--- config.mk ---
export PLATFORM = sky130hd
export DESIGN_NAME = camd_decoder
export DESIGN_NICKNAME = d
export VERILOG_FILES = /design/src/hdl/camd_pkg.sv /design/src/hdl/camd_op_if.sv /design/src/hdl/camd_decoder.sv /design/src/hdl/camd_opdec.sv
export SDC_FILE = /design/constraint.sdc
export NUM_CORES = 1
export LEC_CHECK = 0
export BUFFER_PORTS_ARGS = -buffer_cell sky130_fd_sc_hd__buf_4
export CORE_ASPECT_RATIO = 0.7
export CORE_MARGIN = 2
export CORE_UTILIZATION = 31
export DETAILED_ROUTE_END_ITERATION = 8
export GPL_TIMING_DRIVEN = 0
export PLACE_DENSITY = 0.59
export SETUP_SLACK_MARGIN = 0.2
export SYNTH_ARGS = -nofsm -noshare
export SYNTH_HDL_FRONTEND = slang
export SYNTH_SLANG_ARGS = --single-unit
--- constraint.sdc ---
create_clock -name clk_i -period 5.6 [get_ports clk_i]
set_clock_uncertainty 0.15 [all_clocks]
set_input_delay 0 -clock clk_i [delete_from_list [all_inputs] [get_ports clk_i]]
set_output_delay 0 -clock clk_i [all_outputs]
set_load 0.02 [all_outputs]
--- src/hdl/camd_pkg.sv ---
// Constants and types for the addressing-mode decoder
package camd_pkg;
   localparam int ADDR_W = 16;
   localparam int DATA_W = 8;
   localparam logic [15:0] PAGE0_MASK = 16'h00FF;
   localparam logic [1:0]  IMASK_SET  = 2'h3;
   localparam logic [1:0]  IMASK_CLR  = 2'h0;
   localparam logic [1:0]  IMASK_RST  = 2'h3;

   // Addressing mode codes as presented by the opcode decode
   typedef enum logic [3:0] {
      CAMD_M_INH   = 4'h0,
      CAMD_M_IMM   = 4'h1,
      CAMD_M_DIRS  = 4'h2,
      CAMD_M_DIRL  = 4'h3,
      CAMD_M_IX0   = 4'h4,
      CAMD_M_IXS   = 4'h5,
      CAMD_M_IXL   = 4'h6,
      CAMD_M_INDS  = 4'h7,
      CAMD_M_INDL  = 4'h8,
      CAMD_M_BAD   = 4'hF
   } camd_mode_t;

   typedef enum logic [1:0] {
      CAMD_K_NONE = 2'h0,
      CAMD_K_MSET = 2'h1,
      CAMD_K_MCLR = 2'h2,
      CAMD_K_LOWP = 2'h3
   } camd_kind_t;

   typedef enum logic [2:0] {
      CAMD_S_IDLE = 3'b000,
      CAMD_S_OP1  = 3'b001,
      CAMD_S_OP2  = 3'b011,
      CAMD_S_PTR1 = 3'b010,
      CAMD_S_PTR2 = 3'b110,
      CAMD_S_DONE = 3'b111
   } camd_state_t;
endpackage : camd_pkg

--- src/hdl/camd_op_if.sv ---
// Interface carrying decoded opcode fields to the sequencer
`timescale 1ns/10ps
`default_nettype none
interface camd_op_if;
   import camd_pkg::*;
   logic [7:0]  opcode;
   camd_mode_t  mode;
   logic        use_y;
   logic        rmw;
   camd_kind_t  kind;
   logic        halt;
   modport dec (input opcode, output mode, output use_y, output rmw, output kind, output halt);
   modport seq (output opcode, input mode, input use_y, input rmw, input kind, input halt);
endinterface : camd_op_if
`default_nettype wire

--- src/hdl/camd_decoder.sv ---
// Sequencer that fetches operand bytes and forms effective addresses
`timescale 1ns/10ps
`default_nettype none
module camd_decoder
   import camd_pkg::*;
(
   input  wire logic        clk_i,        // 40 MHz core clock
   input  wire logic        srst_i,       // Sync reset, active high
   input  wire logic        op_valid_i,   // Opcode byte offered
   input  wire logic [7:0]  op_byte_i,    // Opcode byte
   input  wire logic [7:0]  idx_x_i,      // X index register
   input  wire logic [7:0]  idx_y_i,      // Y index register
   input  wire logic        wake_i,       // Interrupt ends wait/halt
   output logic             op_ready_o,   // Decoder accepts opcode
   output logic             mem_req_o,    // Byte read request (program or pointer)
   output logic [15:0]      mem_addr_o,   // Read address (pointer reads)
   output logic             mem_seq_o,    // 1: next program byte, 0: pointer read
   input  wire logic        mem_ack_i,    // Byte returned this cycle
   input  wire logic [7:0]  mem_data_i,   // Returned byte
   output logic             ea_valid_o,   // Result pulse
   output logic [15:0]      ea_o,         // Effective address
   output logic [7:0]       imm_o,        // Immediate operand
   output logic             imm_flag_o,   // Result is a literal
   output logic             illegal_o,    // Long form on RMW opcode
   output logic [3:0]       mode_o,       // Decoded mode code
   output logic [1:0]       imask_o,      // Core interrupt mask level
   output logic             wait_o,       // Low-power wait state
   output logic             halt_o        // Oscillator stopped
);
   // ----------------------------------------------------------------
   // State
   // ----------------------------------------------------------------
   typedef struct packed {
      camd_state_t st;
      camd_mode_t  mode;
      logic        use_y;
      logic [15:0] opnd;
      logic [7:0]  ptr;
      logic        ea_v;
      logic [15:0] ea;
      logic [7:0]  imm;
      logic        imm_f;
      logic        ill;
      logic [1:0]  imask;
      logic        wt;
      logic        hl;
   } camd_st_t;

   camd_st_t s_reg, s_next;
   camd_op_if opif ();

   assign opif.opcode = op_byte_i;

   camd_opdec u_dec (
      .op (opif)
   );

   // Unsigned index sum; word wide so short offsets reach 1FE
   function automatic logic [15:0] idx_add(input logic [15:0] base, input logic y,
                                           input logic [7:0] x, input logic [7:0] yv);
      idx_add = base + {8'h00, (y ? yv : x)};
   endfunction : idx_add

   function automatic logic is_long(input camd_mode_t m);
      is_long = (m == CAMD_M_DIRL) || (m == CAMD_M_IXL) || (m == CAMD_M_INDL);
   endfunction : is_long

   // ----------------------------------------------------------------
   // Next state
   // ----------------------------------------------------------------
   always_comb begin
      s_next      = s_reg;
      s_next.ea_v = 1'b0;
      case (s_reg.st)
         CAMD_S_IDLE: begin
            if (s_reg.wt && wake_i) begin
               s_next.wt = 1'b0;
               s_next.hl = 1'b0;
            end else if (op_valid_i && !s_reg.wt) begin
               s_next.mode  = opif.mode;
               s_next.use_y = opif.use_y;
               s_next.opnd  = 16'h0000;
               s_next.imm_f = 1'b0;
               s_next.ill   = 1'b0;
               if (opif.rmw && is_long(opif.mode)) begin
                  s_next.ill  = 1'b1;
                  s_next.ea_v = 1'b1;
               end else begin
                  case (opif.mode)
                     CAMD_M_INH: begin
                        s_next.ea_v = 1'b1;
                        s_next.ea   = 16'h0000;
                        case (opif.kind)
                           CAMD_K_MSET: s_next.imask = IMASK_SET;
                           CAMD_K_MCLR: s_next.imask = IMASK_CLR;
                           CAMD_K_LOWP: begin
                              s_next.wt = 1'b1;
                              s_next.hl = opif.halt;
                           end
                           default: s_next.imask = s_reg.imask;
                        endcase
                     end
                     CAMD_M_IX0: begin
                        s_next.ea   = idx_add(16'h0000, opif.use_y, idx_x_i, idx_y_i)
                                      & PAGE0_MASK;
                        s_next.ea_v = 1'b1;
                     end
                     CAMD_M_BAD: begin
                        s_next.ill  = 1'b1;
                        s_next.ea_v = 1'b1;
                     end
                     default: s_next.st = CAMD_S_OP1;
                  endcase
               end
            end
         end
         CAMD_S_OP1: begin
            if (mem_ack_i) begin
               case (s_reg.mode)
                  CAMD_M_IMM: begin
                     s_next.imm   = mem_data_i;
                     s_next.imm_f = 1'b1;
                     s_next.st    = CAMD_S_DONE;
                  end
                  CAMD_M_DIRS: begin
                     s_next.ea = {8'h00, mem_data_i};
                     s_next.st = CAMD_S_DONE;
                  end
                  CAMD_M_IXS: begin
                     s_next.ea = idx_add({8'h00, mem_data_i}, s_reg.use_y,
                                         idx_x_i, idx_y_i);
                     s_next.st = CAMD_S_DONE;
                  end
                  CAMD_M_INDS, CAMD_M_INDL: begin
                     s_next.ptr = mem_data_i;
                     s_next.st  = CAMD_S_PTR1;
                  end
                  default: begin
                     s_next.opnd = {mem_data_i, 8'h00};
                     s_next.st   = CAMD_S_OP2;
                  end
               endcase
            end
         end
         CAMD_S_OP2: begin
            if (mem_ack_i) begin
               if (s_reg.mode == CAMD_M_IXL) begin
                  s_next.ea = idx_add({s_reg.opnd[15:8], mem_data_i}, s_reg.use_y,
                                      idx_x_i, idx_y_i);
               end else begin
                  s_next.ea = {s_reg.opnd[15:8], mem_data_i};
               end
               s_next.st = CAMD_S_DONE;
            end
         end
         CAMD_S_PTR1: begin
            if (mem_ack_i) begin
               if (s_reg.mode == CAMD_M_INDS) begin
                  s_next.ea = {8'h00, mem_data_i};
                  s_next.st = CAMD_S_DONE;
               end else begin
                  s_next.opnd = {mem_data_i, 8'h00};
                  s_next.st   = CAMD_S_PTR2;
               end
            end
         end
         CAMD_S_PTR2: begin
            if (mem_ack_i) begin
               s_next.ea = {s_reg.opnd[15:8], mem_data_i};
               s_next.st = CAMD_S_DONE;
            end
         end
         CAMD_S_DONE: begin
            s_next.ea_v = 1'b1;
            s_next.st   = CAMD_S_IDLE;
         end
         default: s_next.st = CAMD_S_IDLE;
      endcase
   end

   // ----------------------------------------------------------------
   // Registers
   // ----------------------------------------------------------------
   always_ff @(posedge clk_i) begin
      if (srst_i) begin
         s_reg       <= '0;
         s_reg.st    <= CAMD_S_IDLE;
         s_reg.mode  <= CAMD_M_INH;
         s_reg.imask <= IMASK_RST;
      end else begin
         s_reg <= s_next;
      end
   end

   // ----------------------------------------------------------------
   // Outputs
   // ----------------------------------------------------------------
   // Pointer reads address page zero; the second byte follows at ptr+1
   always_comb begin
      mem_req_o  = (s_reg.st == CAMD_S_OP1) || (s_reg.st == CAMD_S_OP2) ||
                   (s_reg.st == CAMD_S_PTR1) || (s_reg.st == CAMD_S_PTR2);
      mem_seq_o  = (s_reg.st == CAMD_S_OP1) || (s_reg.st == CAMD_S_OP2);
      mem_addr_o = 16'h0000;
      if (s_reg.st == CAMD_S_PTR1) begin
         mem_addr_o = {8'h00, s_reg.ptr};
      end else if (s_reg.st == CAMD_S_PTR2) begin
         mem_addr_o = {8'h00, s_reg.ptr + 8'h01};
      end
   end

   assign op_ready_o = (s_reg.st == CAMD_S_IDLE) && !s_reg.wt;
   assign ea_valid_o = s_reg.ea_v;
   assign ea_o       = s_reg.ea;
   assign imm_o      = s_reg.imm;
   assign imm_flag_o = s_reg.imm_f;
   assign illegal_o  = s_reg.ill;
   assign mode_o     = s_reg.mode;
   assign imask_o    = s_reg.imask;
   assign wait_o     = s_reg.wt;
   assign halt_o     = s_reg.hl;
endmodule : camd_decoder
`default_nettype wire

--- src/hdl/camd_opdec.sv ---
// Opcode classifier: addressing mode, index select, instruction class
`timescale 1ns/10ps
`default_nettype none
module camd_opdec
   import camd_pkg::*;
(
   camd_op_if.dec op      // Opcode in, fields out
);
   // High nibble picks the mode, low nibble the operation (simplified map)
   always_comb begin
      op.use_y = op.opcode[7] & op.opcode[3];
      op.rmw   = ~op.opcode[7] & (op.opcode[3:0] != 4'h6);
      op.kind  = CAMD_K_NONE;
      op.halt  = 1'b0;
      case (op.opcode[7:4])
         4'h0: op.mode = CAMD_M_INDS;
         4'h1: op.mode = CAMD_M_DIRS;
         4'h2: op.mode = CAMD_M_IMM;
         4'h3: op.mode = CAMD_M_DIRS;
         4'h4, 4'h5: op.mode = CAMD_M_INH;
         4'h6: op.mode = CAMD_M_IXS;
         4'h7: op.mode = CAMD_M_IX0;
         4'h8: begin
            op.mode = CAMD_M_INH;
            case (op.opcode[3:0])
               4'h0: op.kind = CAMD_K_MSET;
               4'h1: op.kind = CAMD_K_MCLR;
               4'h2: op.kind = CAMD_K_LOWP;
               4'h3: begin
                  op.kind = CAMD_K_LOWP;
                  op.halt = 1'b1;
               end
               default: op.kind = CAMD_K_NONE;
            endcase
         end
         4'h9: op.mode = CAMD_M_INDL;
         4'hA: op.mode = CAMD_M_IMM;
         4'hB: op.mode = CAMD_M_DIRS;
         4'hC: op.mode = CAMD_M_DIRL;
         4'hD: op.mode = CAMD_M_IXL;
         4'hE: op.mode = CAMD_M_IXS;
         4'hF: op.mode = CAMD_M_IX0;
         default: op.mode = CAMD_M_BAD;
      endcase
   end
endmodule : camd_opdec
`default_nettype wire

# ---- After elaboration in Yosys (flattened, before gate mapping)
# Cells that the tools add are included.
dict set report word_totals {
  regBits 63
  input_bits 37
  out_inout_bits 54
  word_cells 167
}
dict set report classes {
  n_addsub 3
  eq_ne 54
  mux 51
  n_bitwise 5
  reduce_logical 41
}
# operator count
set op_table {}
lappend op_table {{$mux W16} 9}
lappend op_table {{$pmux W16 S5} 1}
lappend op_table {{$mux W24} 3}
lappend op_table {{$pmux W16 S2} 2}
lappend op_table {{$pmux W16 S3} 1}
lappend op_table {{$eq A4 B4 Y1 const B} 11}
lappend op_table {{$mux W8} 5}
lappend op_table {{$eq A4 B3 Y1 const B} 9}
lappend op_table {{$pmux W4 S9} 1}
lappend op_table {{$mux W17} 2}
lappend op_table {{$mux W25} 1}
lappend op_table {{$eq A4 B2 Y1 const B} 6}
lappend op_table {{$ne A2 B2 Y1 const B} 12}
lappend op_table {{$add A16 B8 Y16} 1}
lappend op_table {{$mux W3} 5}
lappend op_table {{$reduce_and A7 Y1} 2}
lappend op_table {{$eq A4 B1 Y1 const B} 3}
lappend op_table {{$logic_not A4 Y1} 3}
lappend op_table {{$mux W4} 3}
lappend op_table {{$pmux W3 S4} 1}
lappend op_table {{$reduce_or A2 Y1} 6}
lappend op_table {{$reduce_or A3 Y1} 4}
lappend op_table {{$reduce_and A11 Y1} 1}
lappend op_table {{$reduce_and A5 Y1} 2}
lappend op_table {{30 further kinds} 60}

# ---- Logic depth before layout (Yosys ltp)
dict set report depth {
  depth_word 11
  mapped_depth 11
  depth_no_buf 10
}

# ---- Cells and area by module
# Synthesis repeated with hierarchy kept, for this count alone.
dict set report unflattened {
  hier_cells 469
  hier_area_um2 3824.9
}
# mod n_inst cells_each area_each_um2 seq_area_each_um2
set by_module_without_submodules {}
lappend by_module_without_submodules {camd_decoder 1 448 3699.8 1081.0}
lappend by_module_without_submodules {camd_opdec 1 21 125.1 0.0}

# ---- Worst setup path after synthesis
# Ideal clock, no wire load.
dict set report synth_path {
  kind {reg-to-reg}
  start {register s_reg[55] (netlist name)}
  end {register s_reg (netlist bit ea_o[8])}
  setup_time_ns 0.074
  t_arrival_ns 2.648
  required_time_ns 5.376
  slack_ns 2.728
  path_stages_with_launch 11
  path_buffers 1
  period_less_slack_ns 2.872
  cell_sequence {dfxtp_1 > clkbuf_1 > mux2_2 > ha_1 > fa_1 > a21o_1 > a221oi_1 > o21ai_1 > nand2_1 > o211ai_1 > a31oi_1}
}
dict set report synth_via {
  elab_chain_len 5
  elab_cells_between_ends 8
  cone_classes {2 x add/sub; 6 x mux}
}
# element line_no
set synth_lines {}
lappend synth_lines {{from (decl)} camd_decoder.sv:49} ;# camd_st_t s_reg, s_next;
lappend synth_lines {{from (signal assigned)} camd_decoder.sv:191} ;# s_reg <= s_next;
lappend synth_lines {{$mux W8 *} camd_decoder.sv:61} ;# idx_add = base + {8'h00, (y ? yv : x)};
lappend synth_lines {{$add A16 B8 Y16 or $add A8 B8 Y9 (tied branches)} camd_decoder.sv:61}
lappend synth_lines {{$mux W16 or $pmux W16 S2 (tied branches)} {camd_decoder.sv:147, camd_decoder.sv:119}}
lappend synth_lines {{$mux W16 or $mux W25 (tied branches)} {camd_decoder.sv:146, camd_decoder.sv:118}}
lappend synth_lines {{$pmux W16 S5 *} camd_decoder.sv:74} ;# case (s_reg.st)
# Mark *: on every way between the ends. The rest lies on a longest branch, timed or not. The select of a mux whose other input is x is not followed.
# A chain may end at the register's enable or synchronous reset.

# ---- Final worst setup path
# Same ends and word-level chain as after synthesis.

==> run_results.csv <==
group,metric,value,unit
run_status,result_of_the_run,"completed",
sta,timing_worst_slew_pin_value,0.9305,ns
layout,final_layout_size_suffix_gt1_share,27.16,%
die,fp.coreArea,11600,µm²
layout,layout-area-overhead-vs-synth,31.01,%
cts,cts_resized,0,
die,floorplan.rows,33,
worst_setup_path,worstReg2RegEnd,"ea_o[8]",
hold_path,worst_hold_path.num_cells,4,
layout,design.final.nets,615,
placement,number_of_input_and_output_port_buffers_inserted,78,
layout,insertedDiodeCount,0,
yosys,synthTopCellsByArea,"sky130_fd_sc_hd__dfxtp_1 (30%), sky130_fd_sc_hd__buf_4 (8.2%), sky130_fd_sc_hd__a21oi_1 (5.3%)",
worst_setup_path,r2r_setup_slack,2.15,ns
drt,drc,0,
cts,clock_insertion_delay_worst_skew,0.31,ns
cts,clock-root-buffer,"sky130_fd_sc_hd__clkbuf_16",
power_and_ir_drop,power.density_cell_area,238.1,nW/µm²
drt,viasPerCell,5.122,
hold_path,hold-path-endpoint,"ea_o[7]",
cts,tritoncts.num_buffers,5,
die,start_util,31.58,%
sta,setup_viol,0,
layout,largest_register_ffs,20,
cts,cts.repair_timing.setup_buffer_count,0,
layout,ff_latch_area,1081,µm²
die,die-width,133.9,µm
layout,instances_no_fill,724,
cts,cts-root-to-sink-buffers,2,
worst_setup_path,worstSetupStartpointType,"flop",
die,number_of_top_level_pins,91,
cts,worst_setup_hold_path_clk_slew,0.07,ns
sta,layout_worst_path_cycle_share,61.59,%
run,drv.max_cap_violation_count,0,
yosys,ys_warn_count,0,
yosys,netlist_instances,459,
yosys,syn-cell-area,3664,µm²
power_and_ir_drop,totalPowerFinal,1.143,mW
drt,routed_wl,11.36,mm
hold_path,hold_path_class,"in2reg",
grt,grt_antenna_before_repair,0,
die,die-area,12720,µm²
worst_setup_path,setup.worst_path.end_class,"flop",
layout,fin_util,41.37,%
placement,gp_congestion,0.8717,
cts,cts.sinks,54,
cts,cts_hold_buf,15,
sta,final.setup.worst_slack,2.151,ns
yosys,most_common_cell_in_the_netlist,"sky130_fd_sc_hd__dfxtp_1",
layout,multi_input_comb_area,2183,µm²
sta,hold_ws,0.03327,ns
yosys,yosys_most_used_dff,"sky130_fd_sc_hd__dfxtp_1",
grt,grt-ovfl-total,0,
worst_setup_path,worst-path-max-fanout,9,
placement,dp_hpwl,8.761,mm
drt,route.vias.total,3708,
yosys,async_reset_ff_share,0,%
drt,drt_iter0_markers,210,
power_and_ir_drop,ir_drop,0.1294,mV
yosys,yosys.area.top_type,"sky130_fd_sc_hd__dfxtp_1",
grt,grt_max_degree,18,
placement,preCtsSetupSlack,2.244,ns
drt,route.antenna.remaining_nets,0,
die,floorplan.die.height,94.95,µm
layout,cell_area_after_layout,4800,µm²
worst_setup_path,path_class,"reg2reg",
sta,final_max_slew_viol_count,0,
layout,n_fill_cell,1185,
worst_setup_path,worstReg2RegStart,"s_reg[55]",
yosys,synthesized_flop_and_latch_total,54,
cts,cts_tree,"done",
drt,drt-pass1-iter-count,5,
hold_path,timing.hold.worst.start,"idx_y_i[7]",
sta,fin_tns_setup,0,ns
yosys,synth.top_cell.area_share,29.51,%
placement,place_area,4472,µm²
sta,max_slew_margin,37.49,%
yosys,synth.lib_cells_used.distinct,57,
yosys,syn_avg_cell_area,7.982,µm²
grt,grt_first_pass_wirelength,17.92,mm
cts,cts-htree-levels,2,
worst_setup_path,data_arrival_time_at_the_worst_slack_endpoint,3.52,ns
placement,place_inst,701,
power_and_ir_drop,cellLeakagePower,2.089,nW
worst_setup_path,r2r_worst_path_depth,10,
worst_setup_path,cp_data_required_time,5.67,ns
grt,via_count_of_the_first_global_routing_pass,3501,
drt,detail_route.wl_per_cell,15.68,µm
yosys,synth.top_cells.by_count,"sky130_fd_sc_hd__dfxtp_1 (54), sky130_fd_sc_hd__nor2_1 (46), sky130_fd_sc_hd__nand2_1 (44)",
sta,rsz_0062_raised_after_global_routing,"no",
yosys,synth_enable_flop_cells,0,
grt,groute.usage.overall,18.02,%
sta,finalWorstPathRequiredPeriod,3.449,ns
sta,achievable-frequency,289.9,MHz
sta,number_of_hold_violations_in_the_final_report,0,
yosys,synth.yosys.seq_area_share,29.51,%
logic make-up after synthesis:
group / share of synthesized area (%)
flip-flops: 29.51
adder cells (fa/ha/maj): 4.303
other: 0.1024
buffers and inverters: 11.61
AO/OA/AOI/OAI: 20.97
multiplexers: 9.836
AND/OR/NAND/NOR: 20.80
XOR/XNOR: 2.869
placed cells by master, fill, tap and decap left out, drive strengths merged, types with 3 or more instances in the layout:
cell type	Yosys	final
xnor2	5	5
mux2i	18	18
o211ai	4	4
o2111ai	10	10
mux2	16	16
inv	8	9
o31ai	4	4
nor2	46	46
a211oi	6	6
and3	5	5
a222oi	6	6
buf	48	126
dlygate4sd3	0	15
nand3	14	14
nand2b	7	7
nor3	8	8
nand4	9	9
xor2	7	7
clkbuf	15	21
a21oi	40	40
dfxtp	54	54
o22ai	3	3
nand2	44	44
o21ai	22	22
conb	1	8
or3	3	3
nor4	6	6
a31oi	9	9
and2	3	3
ha	11	11
metal layers:
metal,track usage [%],up-vias,wire length (µm)
met2,26.50,150,4726
met3,4.724,12,826
met1,26.25,1704,5678
li1,-,1842,-
met5,0,-,0
met4,3.901,0,124
how the worst max path moves through the flow:
| stage | startpoint | endpoint | slack (ns) | depth (start not counted) |
|---|---|---|---|---|
| floorplan | s_reg[55] | ea_o[8] | 2.73 | 10 |
| global placement | s_reg[55] | ea_o[8] | 2.30 | 10 |
| detailed placement | s_reg[55] | ea_o[8] | 2.24 | 10 |
| CTS | s_reg[55] | ea_o[8] | 2.21 | 10 |
| global route | s_reg[55] | ea_o[8] | 1.93 | 10 |
| finish | s_reg[55] | ea_o[8] | 2.15 | 10 |
cell type report:
class                      instances  share of cell area, %
buffer                            63                  8.238
clock buffer                       6                  2.894
clock inverter                     2                 0.8081
inverter                           8                 0.6257
multi-input combinational        341                  45.49
sequential                        54                  22.52
tap                              157                  4.093
timing repair buffer              93                  15.33
where the power goes:
group / switching (mW) / internal, mW
registers: 0.0169 / 0.405
clock network: 0.148 / 0.225
logic: 0.203 / 0.144
total: 0.368 / 0.775
worst max-delay path, cell delays in order (launching register included):
cell                       delay, ns
sky130_fd_sc_hd__dfxtp_1        0.31
sky130_fd_sc_hd__clkbuf_1       0.37
sky130_fd_sc_hd__mux2_2         0.40
sky130_fd_sc_hd__ha_1           0.21
sky130_fd_sc_hd__fa_1           0.41
sky130_fd_sc_hd__a21o_1         0.22
sky130_fd_sc_hd__a221oi_1       0.45
sky130_fd_sc_hd__o21ai_1        0.35
sky130_fd_sc_hd__nand2_1        0.21
sky130_fd_sc_hd__o211ai_1       0.12
sky130_fd_sc_hd__a31oi_1        0.17
Note: power is estimated with default switching activity, not from simulation.
